==> src/cax_defs.svh <==
// offsets, field positions, reset values and sizes for the commutation axis block
`ifndef CAX_DEFS_SVH
`define CAX_DEFS_SVH
`define CAX_AXES 8
`define CAX_OFS_COMMUT 8'h00
`define CAX_OFS_BUILD 8'h04
`define CAX_OFS_STDAXES 8'h08
`define CAX_OFS_DRVOFF 8'h0c
`define CAX_OFS_DRVON 8'h10
`define CAX_OFS_DRVSTATE 8'h14
`define CAX_OFS_TRIP3 8'h18
`define CAX_OFS_POLARITY 8'h1c
`define CAX_OFS_ENCMODE 8'h20
`define CAX_OFS_HALLPRES 8'h24
`define CAX_OFS_PHMANUAL 8'h28
`define CAX_OFS_PHASE 8'h2c
`define CAX_OFS_IRQSTAT 8'h30
`define CAX_OFS_IRQCLR 8'h34
`define CAX_OFS_IRQEN 8'h38
`define CAX_OFS_ROUTE 8'h3c
`define CAX_OFS_HALLFIRST 8'h40
`define CAX_OFS_POSITION 8'h60
`define CAX_OFS_INDEXPOS 8'h80
`define CAX_RST_BUILD 4'h8
`define CAX_POL_LOW_BIT 0
`define CAX_POL_HIGH_BIT 1
`define CAX_POL_PERAXIS_BIT 2
`define CAX_POL_AXINV_LSB 8
`define CAX_ENC_DIFF_LSB 8
`define CAX_IRQ_REJECT_BIT 8
`define CAX_IRQ_WDOG_BIT 9
`define CAX_IRQ_WIDTH 10
`define CAX_DIG_INPUTS 96
`define CAX_RST_HALLFIRST 7'h01
`endif

==> src/cax_pkg.sv <==
// types shared by the commutation axis block
package cax_pkg;
   typedef struct packed {
      logic valid;
      logic phase2;
      logic [2:0] spare;
      logic [2:0] axis;
   } cax_dac_route_type;

   typedef struct packed {
      logic [7:0] aPos;
      logic [7:0] aNeg;
      logic [7:0] bPos;
      logic [7:0] bNeg;
      logic [7:0] iPos;
      logic [7:0] iNeg;
   } cax_enc_pins_type;

   typedef struct packed {
      logic pulseDir;
      logic diff;
   } cax_enc_mode_type;
endpackage

==> src/cax_axis_setup.sv <==
// axis setup: commutation routing, drive enables, encoders, hall inputs, register slave
//
// Decided for this implementation: the address map and the Avalon-MM slave port.
`timescale 1ns/100ps
`include "cax_defs.svh"

module cax_axis_setup (
   input wire logic clk,
   input wire logic rst_n,
   input wire logic [7:0] avs_address,
   input wire logic avs_read,
   input wire logic avs_write,
   input wire logic [31:0] avs_writedata,
   output logic [31:0] avs_readdata,
   output logic avs_waitrequest,
   input wire cax_pkg::cax_enc_pins_type encPins,
   input wire logic [`CAX_DIG_INPUTS-1:0] digitalIn,
   input wire logic watchdogFire,
   input wire logic [7:0] posErrExceed,
   output logic [7:0] drive_enable_out,
   output cax_pkg::cax_dac_route_type [7:0] dacRoute,
   output logic irq
);
   // ****************
   // functions
   // ****************
   function automatic logic [3:0] countBits(input logic [7:0] v);
      logic [3:0] n;
      n = 4'h0;
      for (int i = 0; i < 8; i++)
         n = n + {3'h0, v[i]};
      return n;
   endfunction

   // index of the k-th set bit counted from axis A upward
   function automatic logic [2:0] kthSet(input logic [7:0] v, input logic [3:0] k);
      logic [3:0] seen;
      logic [2:0] idx;
      seen = 4'h0;
      idx = 3'h0;
      for (int i = 0; i < 8; i++) begin
         if (v[i]) begin
            if (seen == k)
               idx = i[2:0];
            seen = seen + 4'h1;
         end
      end
      return idx;
   endfunction

   // every commutated axis must stay below the standard count
   function automatic logic selLegal(input logic [7:0] sel, input logic [3:0] build);
      logic [3:0] std;
      logic ok;
      std = build - countBits(sel);
      ok = (build >= 4'h1) && (build <= 4'h8) && (countBits(sel) <= build);
      for (int i = 0; i < 8; i++)
         if (sel[i] && (i[3:0] >= std))
            ok = 1'b0;
      return ok;
   endfunction

   // three consecutive inputs inside one bank
   function automatic logic hallLegal(input logic [6:0] first);
      return (first >= 7'd1 && first <= 7'd6) || (first >= 7'd17 && first <= 7'd78)
         || (first >= 7'd81 && first <= 7'd94);
   endfunction

   // hall code to one of six sectors, 7 marks an illegal code
   function automatic logic [2:0] hallSector(input logic [2:0] h);
      unique case (h)
         3'h1: return 3'h0;
         3'h3: return 3'h1;
         3'h2: return 3'h2;
         3'h6: return 3'h3;
         3'h4: return 3'h4;
         3'h5: return 3'h5;
         default: return 3'h7;
      endcase
   endfunction

   // ****************
   // registers
   // ****************
   logic [7:0] commut_reg;
   logic [3:0] build_reg;
   logic [7:0] driveOn_reg;
   logic [7:0] trip3_reg;
   logic [15:0] polarity_reg;
   logic [15:0] encMode_reg;
   logic [7:0] hallPres_reg;
   logic [23:0] phManual_reg;
   logic [23:0] phase_reg;
   logic [`CAX_IRQ_WIDTH-1:0] irqStat_reg;
   logic [`CAX_IRQ_WIDTH-1:0] irqEn_reg;
   logic [6:0] hallFirst_reg [8];
   logic [31:0] readdata_reg;
   logic waitreq_reg;
   logic irq_reg;
   logic [7:0] driveOut_reg;
   cax_pkg::cax_dac_route_type [7:0] route_reg;
   logic [31:0] position [8];
   logic [31:0] indexPos [8];

   // ****************
   // bus decode
   // ****************
   wire access = (avs_read || avs_write) && waitreq_reg;
   wire wrTake = avs_write && !waitreq_reg;
   wire [7:0] wrData8 = avs_writedata[7:0];
   wire [2:0] slot = avs_address[4:2];
   wire hitCommut = wrTake && avs_address == `CAX_OFS_COMMUT;
   wire hitBuild = wrTake && avs_address == `CAX_OFS_BUILD;
   wire hitOff = wrTake && avs_address == `CAX_OFS_DRVOFF;
   wire hitOn = wrTake && avs_address == `CAX_OFS_DRVON;
   wire hitTrip = wrTake && avs_address == `CAX_OFS_TRIP3;
   wire hitPol = wrTake && avs_address == `CAX_OFS_POLARITY;
   wire hitEnc = wrTake && avs_address == `CAX_OFS_ENCMODE;
   wire hitPres = wrTake && avs_address == `CAX_OFS_HALLPRES;
   wire hitManual = wrTake && avs_address == `CAX_OFS_PHMANUAL;
   wire hitClr = wrTake && avs_address == `CAX_OFS_IRQCLR;
   wire hitEn = wrTake && avs_address == `CAX_OFS_IRQEN;
   wire hitHall = wrTake && avs_address[7:5] == 3'h2;
   wire commutOk = selLegal(wrData8, build_reg);
   wire buildOk = selLegal(commut_reg, avs_writedata[3:0]);
   wire hallOk = hallLegal(avs_writedata[6:0]);
   wire reject = (hitCommut && !commutOk) || (hitBuild && !buildOk) || (hitHall && !hallOk);

   // ****************
   // commutation routing
   // ****************
   wire [3:0] commutCount = countBits(commut_reg);
   wire [3:0] stdAxes = build_reg - commutCount;
   cax_pkg::cax_dac_route_type [7:0] route_next;

   always_comb begin
      for (int d = 0; d < 8; d++) begin
         route_next[d] = '0;
         if (d[3:0] < stdAxes) begin
            route_next[d].valid = 1'b1;
            route_next[d].axis = d[2:0];
         end else if (d[3:0] < build_reg) begin
            route_next[d].valid = 1'b1;
            route_next[d].phase2 = 1'b1;
            route_next[d].axis = kthSet(commut_reg, d[3:0] - stdAxes);
         end
      end
   end

   // ****************
   // drive enable
   // ****************
   wire [7:0] tripHit = trip3_reg & posErrExceed;
   wire [7:0] offCause = (watchdogFire ? 8'hff : 8'h00) | tripHit | (hitOff ? wrData8 : 8'h00);
   wire [7:0] onSet = hitOn ? wrData8 : 8'h00;
   wire [7:0] driveOn_next = (driveOn_reg | onSet) & ~offCause;
   wire [7:0] dropped = driveOn_reg & offCause;
   wire [7:0] groupInv = {{4{polarity_reg[`CAX_POL_HIGH_BIT]}},
      {4{polarity_reg[`CAX_POL_LOW_BIT]}}};
   wire [7:0] axisInv = polarity_reg[`CAX_POL_AXINV_LSB +: 8];
   wire [7:0] invert = polarity_reg[`CAX_POL_PERAXIS_BIT] ? axisInv : groupInv;
   wire [7:0] driveOut_next = driveOn_next ^ invert;

   // ****************
   // encoders
   // ****************
   wire [7:0] diffMode = encMode_reg[`CAX_ENC_DIFF_LSB +: 8];
   wire [7:0] chA = encPins.aPos & ~(diffMode & encPins.aNeg);
   wire [7:0] chB = encPins.bPos & ~(diffMode & encPins.bNeg);
   wire [7:0] chI = encPins.iPos & ~(diffMode & encPins.iNeg);

   for (genvar g = 0; g < 8; g++) begin : gEnc
      cax_enc_decoder uDec (
         .clk(clk),
         .rst_n(rst_n),
         .chA(chA[g]),
         .chB(chB[g]),
         .index(chI[g]),
         .mode(cax_pkg::cax_enc_mode_type'({encMode_reg[g], diffMode[g]})),
         .position(position[g]),
         .indexPos(indexPos[g])
      );
   end

   // ****************
   // hall inputs and phase
   // ****************
   logic [23:0] phase_next;
   always_comb begin
      for (int i = 0; i < 8; i++) begin
         logic [2:0] sec;
         sec = hallSector(digitalIn[7'(hallFirst_reg[i] - 7'd1) +: 3]);
         phase_next[i*3 +: 3] = phase_reg[i*3 +: 3];
         if (!hallPres_reg[i])
            phase_next[i*3 +: 3] = phManual_reg[i*3 +: 3];
         else if (sec != 3'h7)
            phase_next[i*3 +: 3] = sec;
      end
   end

   // ****************
   // interrupt status
   // ****************
   wire [`CAX_IRQ_WIDTH-1:0] irqEvents = {watchdogFire, reject, dropped};
   wire [`CAX_IRQ_WIDTH-1:0] irqClr = hitClr ? avs_writedata[`CAX_IRQ_WIDTH-1:0] : '0;
   wire [`CAX_IRQ_WIDTH-1:0] irqStat_next = (irqStat_reg & ~irqClr) | irqEvents;
   wire [`CAX_IRQ_WIDTH-1:0] irqEn_next = hitEn ? avs_writedata[`CAX_IRQ_WIDTH-1:0] : irqEn_reg;

   // ****************
   // read mux
   // ****************
   logic [31:0] rdMux;
   always_comb begin
      rdMux = 32'h0;
      if (avs_address[7:5] == 3'h2)
         rdMux = {25'h0, hallFirst_reg[slot]};
      else if (avs_address[7:5] == 3'h3)
         rdMux = position[slot];
      else if (avs_address[7:5] == 3'h4)
         rdMux = indexPos[slot];
      else begin
         unique case (avs_address)
            `CAX_OFS_COMMUT: rdMux = {24'h0, commut_reg};
            `CAX_OFS_BUILD: rdMux = {28'h0, build_reg};
            `CAX_OFS_STDAXES: rdMux = {28'h0, stdAxes};
            `CAX_OFS_DRVSTATE: rdMux = {24'h0, driveOn_reg};
            `CAX_OFS_TRIP3: rdMux = {24'h0, trip3_reg};
            `CAX_OFS_POLARITY: rdMux = {16'h0, polarity_reg};
            `CAX_OFS_ENCMODE: rdMux = {16'h0, encMode_reg};
            `CAX_OFS_HALLPRES: rdMux = {24'h0, hallPres_reg};
            `CAX_OFS_PHMANUAL: rdMux = {8'h0, phManual_reg};
            `CAX_OFS_PHASE: rdMux = {8'h0, phase_reg};
            `CAX_OFS_IRQSTAT: rdMux = {22'h0, irqStat_reg};
            `CAX_OFS_IRQEN: rdMux = {22'h0, irqEn_reg};
            `CAX_OFS_ROUTE: rdMux = route_reg[3:0];
            default: rdMux = 32'h0;
         endcase
      end
   end

   // ****************
   // bus slave and outputs
   // ****************
   always_ff @(posedge clk or negedge rst_n) begin
      if (!rst_n) begin
         waitreq_reg <= 1'b1;
         readdata_reg <= 32'h0;
         irq_reg <= 1'b0;
         driveOut_reg <= 8'h00;
         route_reg <= '0;
      end else begin
         waitreq_reg <= !access;
         if (access)
            readdata_reg <= rdMux;
         irq_reg <= |(irqStat_next & irqEn_next);
         driveOut_reg <= driveOut_next;
         route_reg <= route_next;
      end
   end

   // ****************
   // configuration state
   // ****************
   always_ff @(posedge clk or negedge rst_n) begin
      if (!rst_n) begin
         commut_reg <= 8'h00;
         build_reg <= `CAX_RST_BUILD;
         driveOn_reg <= 8'h00;
         trip3_reg <= 8'h00;
         polarity_reg <= 16'h0;
         encMode_reg <= 16'h0;
         hallPres_reg <= 8'h00;
         phManual_reg <= 24'h0;
         phase_reg <= 24'h0;
         irqStat_reg <= '0;
         irqEn_reg <= '0;
         for (int i = 0; i < 8; i++)
            hallFirst_reg[i] <= `CAX_RST_HALLFIRST;
      end else begin
         if (hitCommut && commutOk)
            commut_reg <= wrData8;
         if (hitBuild && buildOk)
            build_reg <= avs_writedata[3:0];
         if (hitTrip)
            trip3_reg <= wrData8;
         if (hitPol)
            polarity_reg <= avs_writedata[15:0];
         if (hitEnc)
            encMode_reg <= avs_writedata[15:0];
         if (hitPres)
            hallPres_reg <= wrData8;
         if (hitManual)
            phManual_reg <= avs_writedata[23:0];
         if (hitHall && hallOk)
            hallFirst_reg[slot] <= avs_writedata[6:0];
         driveOn_reg <= driveOn_next;
         phase_reg <= phase_next;
         irqStat_reg <= irqStat_next;
         irqEn_reg <= irqEn_next;
      end
   end

   assign avs_readdata = readdata_reg;
   assign avs_waitrequest = waitreq_reg;
   assign drive_enable_out = driveOut_reg;
   assign dacRoute = route_reg;
   assign irq = irq_reg;
endmodule

==> src/cax_enc_decoder.sv <==
// one axis of encoder decoding: quadrature or pulse and direction, with index latch
`timescale 1ns/100ps
module cax_enc_decoder (
   input wire logic clk,
   input wire logic rst_n,
   input wire logic chA,
   input wire logic chB,
   input wire logic index,
   input wire cax_pkg::cax_enc_mode_type mode,
   output logic [31:0] position,
   output logic [31:0] indexPos
);
   logic prevA_reg;
   logic prevB_reg;
   logic prevI_reg;
   logic [31:0] pos_reg;
   logic [31:0] idx_reg;

   // ****************
   // step decode
   // ****************
   wire aMoved = chA ^ prevA_reg;
   wire bMoved = chB ^ prevB_reg;
   // single edge only; a lone faulty channel alternates up and down
   wire quadStep = aMoved ^ bMoved;
   wire quadUp = aMoved ? (chA ^ chB) : ~(chA ^ chB);
   wire pdStep = chA & ~prevA_reg;
   wire step = mode.pulseDir ? pdStep : quadStep;
   wire up = mode.pulseDir ? chB : quadUp;
   wire [31:0] pos_next = up ? pos_reg + 32'h1 : pos_reg - 32'h1;

   always_ff @(posedge clk or negedge rst_n) begin
      if (!rst_n) begin
         prevA_reg <= 1'b0;
         prevB_reg <= 1'b0;
         prevI_reg <= 1'b0;
         pos_reg <= 32'h0;
         idx_reg <= 32'h0;
      end else begin
         prevA_reg <= chA;
         prevB_reg <= chB;
         prevI_reg <= index;
         if (step)
            pos_reg <= pos_next;
         if (index && !prevI_reg)
            idx_reg <= pos_reg;
      end
   end

   assign position = pos_reg;
   assign indexPos = idx_reg;
endmodule

==> config.mk <==
export PLATFORM = sky130hd
export DESIGN_NAME = cax_axis_setup
export DESIGN_NICKNAME = d
export VERILOG_FILES = /design/src/cax_pkg.sv /design/src/cax_axis_setup.sv /design/src/cax_enc_decoder.sv
export VERILOG_INCLUDE_DIRS = /design/src
export SDC_FILE = /design/constraint.sdc
export NUM_CORES = 2
export LEC_CHECK = 0
export BUFFER_PORTS_ARGS = -buffer_cell sky130_fd_sc_hd__buf_2
export CORE_ASPECT_RATIO = 0.75
export CORE_MARGIN = 2
export CORE_UTILIZATION = 30
export DETAILED_ROUTE_END_ITERATION = 12
export PLACE_DENSITY_LB_ADDON = 0.1
export SYNTH_ARGS = -nofsm -noshare
export SYNTH_HDL_FRONTEND = slang
export SYNTH_SLANG_ARGS = --single-unit
export TNS_END_PERCENT = 20
==> constraint.sdc <==
create_clock -name clk -period 7.6 [get_ports clk]
set_input_delay 0.76 -clock clk [delete_from_list [all_inputs] [get_ports clk]]
set_output_delay 0.76 -clock clk [all_outputs]
set_load 0.1 [all_outputs]
==> run metrics <==
status=finished clean; Worst R2R End=dacRoute[33]$_DFF_PN0_; worst-margin pin slew=1.22 ns; Synth Area in XOR/XNOR=4.92%; Clock Latency Late Sink=0.70 ns; WP data arrival=6.88 ns; RSZ-0062 raised after global routing=no; gpl congestion=0.890; I/O pins=303; Synth Area in Adders=5.56%; drt drc=0; fin crit share=82.6%; Core ar.=232000 sq um; Fill cells=23296; Layout Nets=6908; hpwl dp=205 mm; Fmax=0.159 GHz; Hold WS=0.00449 ns; most used flip-flop cell after synthesis=dfrtp_1; Synth Register Bits=810; cell area after layout=77600 sq um; Area contributors post-synth=dfrtp_1 (29%), mux4_2 (25%), mux2_2 (5.7%); Final min period=6.28 ns; maxcap violations=0; WL/cell=29.7 microns; largest net degree at the start of global routing=155; Synth Area in Compound Gates=13.4%; H-tree lvl count=3; Slew HR=18.3%; vias per cell=5.84; synthesized area=70000 sq um; yosys synthesis warning count=0; cell taking the most area after synthesis=dfrtp_1; grt total ovfl=0; CP delay by family, top=adder cells; Async SR Flop Fraction=100%; HP Class=primary input to asynchronous set/reset pin; area grow syn2layout=10.9%; worst path cell trace=fa_1 -> inv_1 -> fa_1 -> fa_1 -> inv_1 -> ha_1 -> inv_1 -> fa_1 -> maj3_1 -> maj3_1 -> xor2_1 -> buf_4 -> xnor2_1 -> xnor2_1 -> and3_1 -> nor2_1 -> o211ai_1 -> a31oi_1; slowest CP cell=xor2_1; vias in the first global route=53941; worst slack, placed=1.34 ns; Pins Over Slew Limit=0; Worst setup SP type=flop; static leakage=31.0 nW; Worst setup EP type=flop; number of enable flip-flop cells after synthesis=0; Mapped Cells=6459; total power=26.4 mW; Pwr Density=341 nW/um^2; Finished Layout Cells=9595; VDD IR max=186 uV; Worst R2R Setup Slack=1.32 ns; CP most frequent cell=fa_1; Post-CTS Resized=0; post-route setup TNS=0 ns; total track usage=23.6%; Buf/Inv on CP=4; CTS Buffer Depth=3; post-synthesis cell type count=114; WS Path Type=flop to flop; setup violators final=0; routed via count=56030; DRT iter0 DRCs=5822; Die Area=237000 sq um; die height=422 microns; launch point of the worst reg-to-reg path=commut_reg[3]$_DFFE_PN0P_; Root Buffer=clkbuf_16; largest family of logic cells by synthesized area=multiplexers; mux cell area share after synthesis=32.7%; worst reg-to-reg path cell count=18; share of cells above drive strength 1=28.3%; Placed Instances=9423; skew final=0.0342 ns; CTS tree=done; first-pass GRT wire length=413 mm; Die X=562 microns; Hold Fails Final Rpt=0; CTS sink count=810; WP data required=8.20 ns; std cell rows=153; Yosys top cell area share=28.6%; syn avg cell area=10.8 sq um; sequential-to-total area share from yosys stat=29.0%; Num CTS Buffers=88; routed wire length=285 mm; initial core utilization=30.2%; Final WS setup=1.32 ns; Slowest Stage Delay on Critical Path=0.79 ns; post-CTS setup buffer count=0; crit path max fanout=15; first-pass detailed-route iteration total=6; initial antenna violation count=24; placed cell area=74600 sq um; Port Buf Inserts=270; CTS Hold Bufs=0; final core occ=33.5%; clock-pin slew on the worst setup and hold paths=0.07 ns; Antenna Nets Post-Route=0; Simple-Gate Fraction of Synth Area=9.86%
## area by class of cell
| type | count | area, sq um | area share (%) |
|---|---|---|---|
| antenna | 10 | 25.0 | 0.0322 |
| clock buffer | 128 | 2580 | 3.33 |
| clock inverter | 34 | 435 | 0.561 |
| inverter | 174 | 653 | 0.841 |
| multi-input combinational | 4914 | 47100 | 60.7 |
| sequential | 810 | 20300 | 26.2 |
| tap | 3100 | 3880 | 5.00 |
| timing repair buffer | 425 | 2610 | 3.36 |
## kinds of logic (layout without fill, tap and decap cells)
logic type | count (synthesis) | count (layout)
adders and majority gates | 302 | 302
other | 1 | 34
DFF | 810 | 810
muxes | 1281 | 1281
and+or+nand+nor | 1461 | 1461
buffers and inverters | 758 | 761
xor gates and xnor gates | 376 | 376
AOI/OAI and AO/OA | 1470 | 1470
## Yosys cell counts (all sizes together) (16+ instances only)
library cell and number:
a211oi 46, a21boi 35, a21o 147, a21oi 308, a221oi 18, a22o 19, a22oi 51, a31oi 39
and2 27, and3 43, buf 228, clkbuf 356, dfrtp 800, fa 17, ha 281, inv 174
mux2 356, mux2i 157, mux4 768, nand2 645, nand2b 56, nand3 113, nand4 41, nor2 247
nor2b 58, nor3 87, nor3b 32, nor4 16, nor4b 16, o211ai 26, o21a 36, o21ai 494
o21bai 38, o22ai 19, o31ai 48, or2 16, or3 17, xnor2 212, xor2 160
## power by group
part	leakage (nW)	internal [mW]	switching (mW)
Combinational	19.5	6.30	8.09
Clock	1.49	2.64	2.03
Sequential	10.1	5.81	1.57
## worst max path at each step
stage,start,endpoint,cells past startpoint
6_report,commut_reg[3]$_DFFE_PN0P_,dacRoute[33]$_DFF_PN0_,18
5_1_grt,commut_reg[3]$_DFFE_PN0P_,dacRoute[33]$_DFF_PN0_,18
4_1_cts,commut_reg[3]$_DFFE_PN0P_,dacRoute[33]$_DFF_PN0_,18
3_5_place_dp,commut_reg[3]$_DFFE_PN0P_,dacRoute[33]$_DFF_PN0_,18
3_3_place_gp,commut_reg[3]$_DFFE_PN0P_,dacRoute[33]$_DFF_PN0_,18
2_1_floorplan,encPins[47],gEnc[7].uDec.position[25]$_DFFE_PN0P_,17
## cells in the final DEF, fill, tap and decap left out, types with 147 or more instances in the layout
master	count
mux4_2	764
dfrtp_1	800
buf_4	151
xor2_1	147
inv_1	165
xnor2_1	187
nand2_1	643
ha_1	273
a21o_1	147
buf_2	266
nor2_1	244
a21oi_1	306
o21ai_0	477
mux2_2	356
mux2i_1	149
## layer usage
metal  up-vias  global-route usage (%)  wire length [microns]
met5         -                       0                     49
met4         8                    5.64                   7470
met3       306                    4.81                  21400
met2      2268                    34.2                 121000
met1     28936                    35.7                 135000
li1      24512                       -                      -
## worst reg2reg max path: stages (launching register included)
cell	delay [ns]
dfrtp_1	0.77
fa_1	0.54
inv_1	0.08
fa_1	0.43
fa_1	0.43
inv_1	0.06
ha_1	0.15
inv_1	0.06
fa_1	0.61
maj3_1	0.38
maj3_1	0.42
xor2_1	0.79
buf_4	0.32
xnor2_1	0.37
xnor2_1	0.12
and3_1	0.19
nor2_1	0.15
o211ai_1	0.11
a31oi_1	0.20
(Power assumes the default switching activity.)
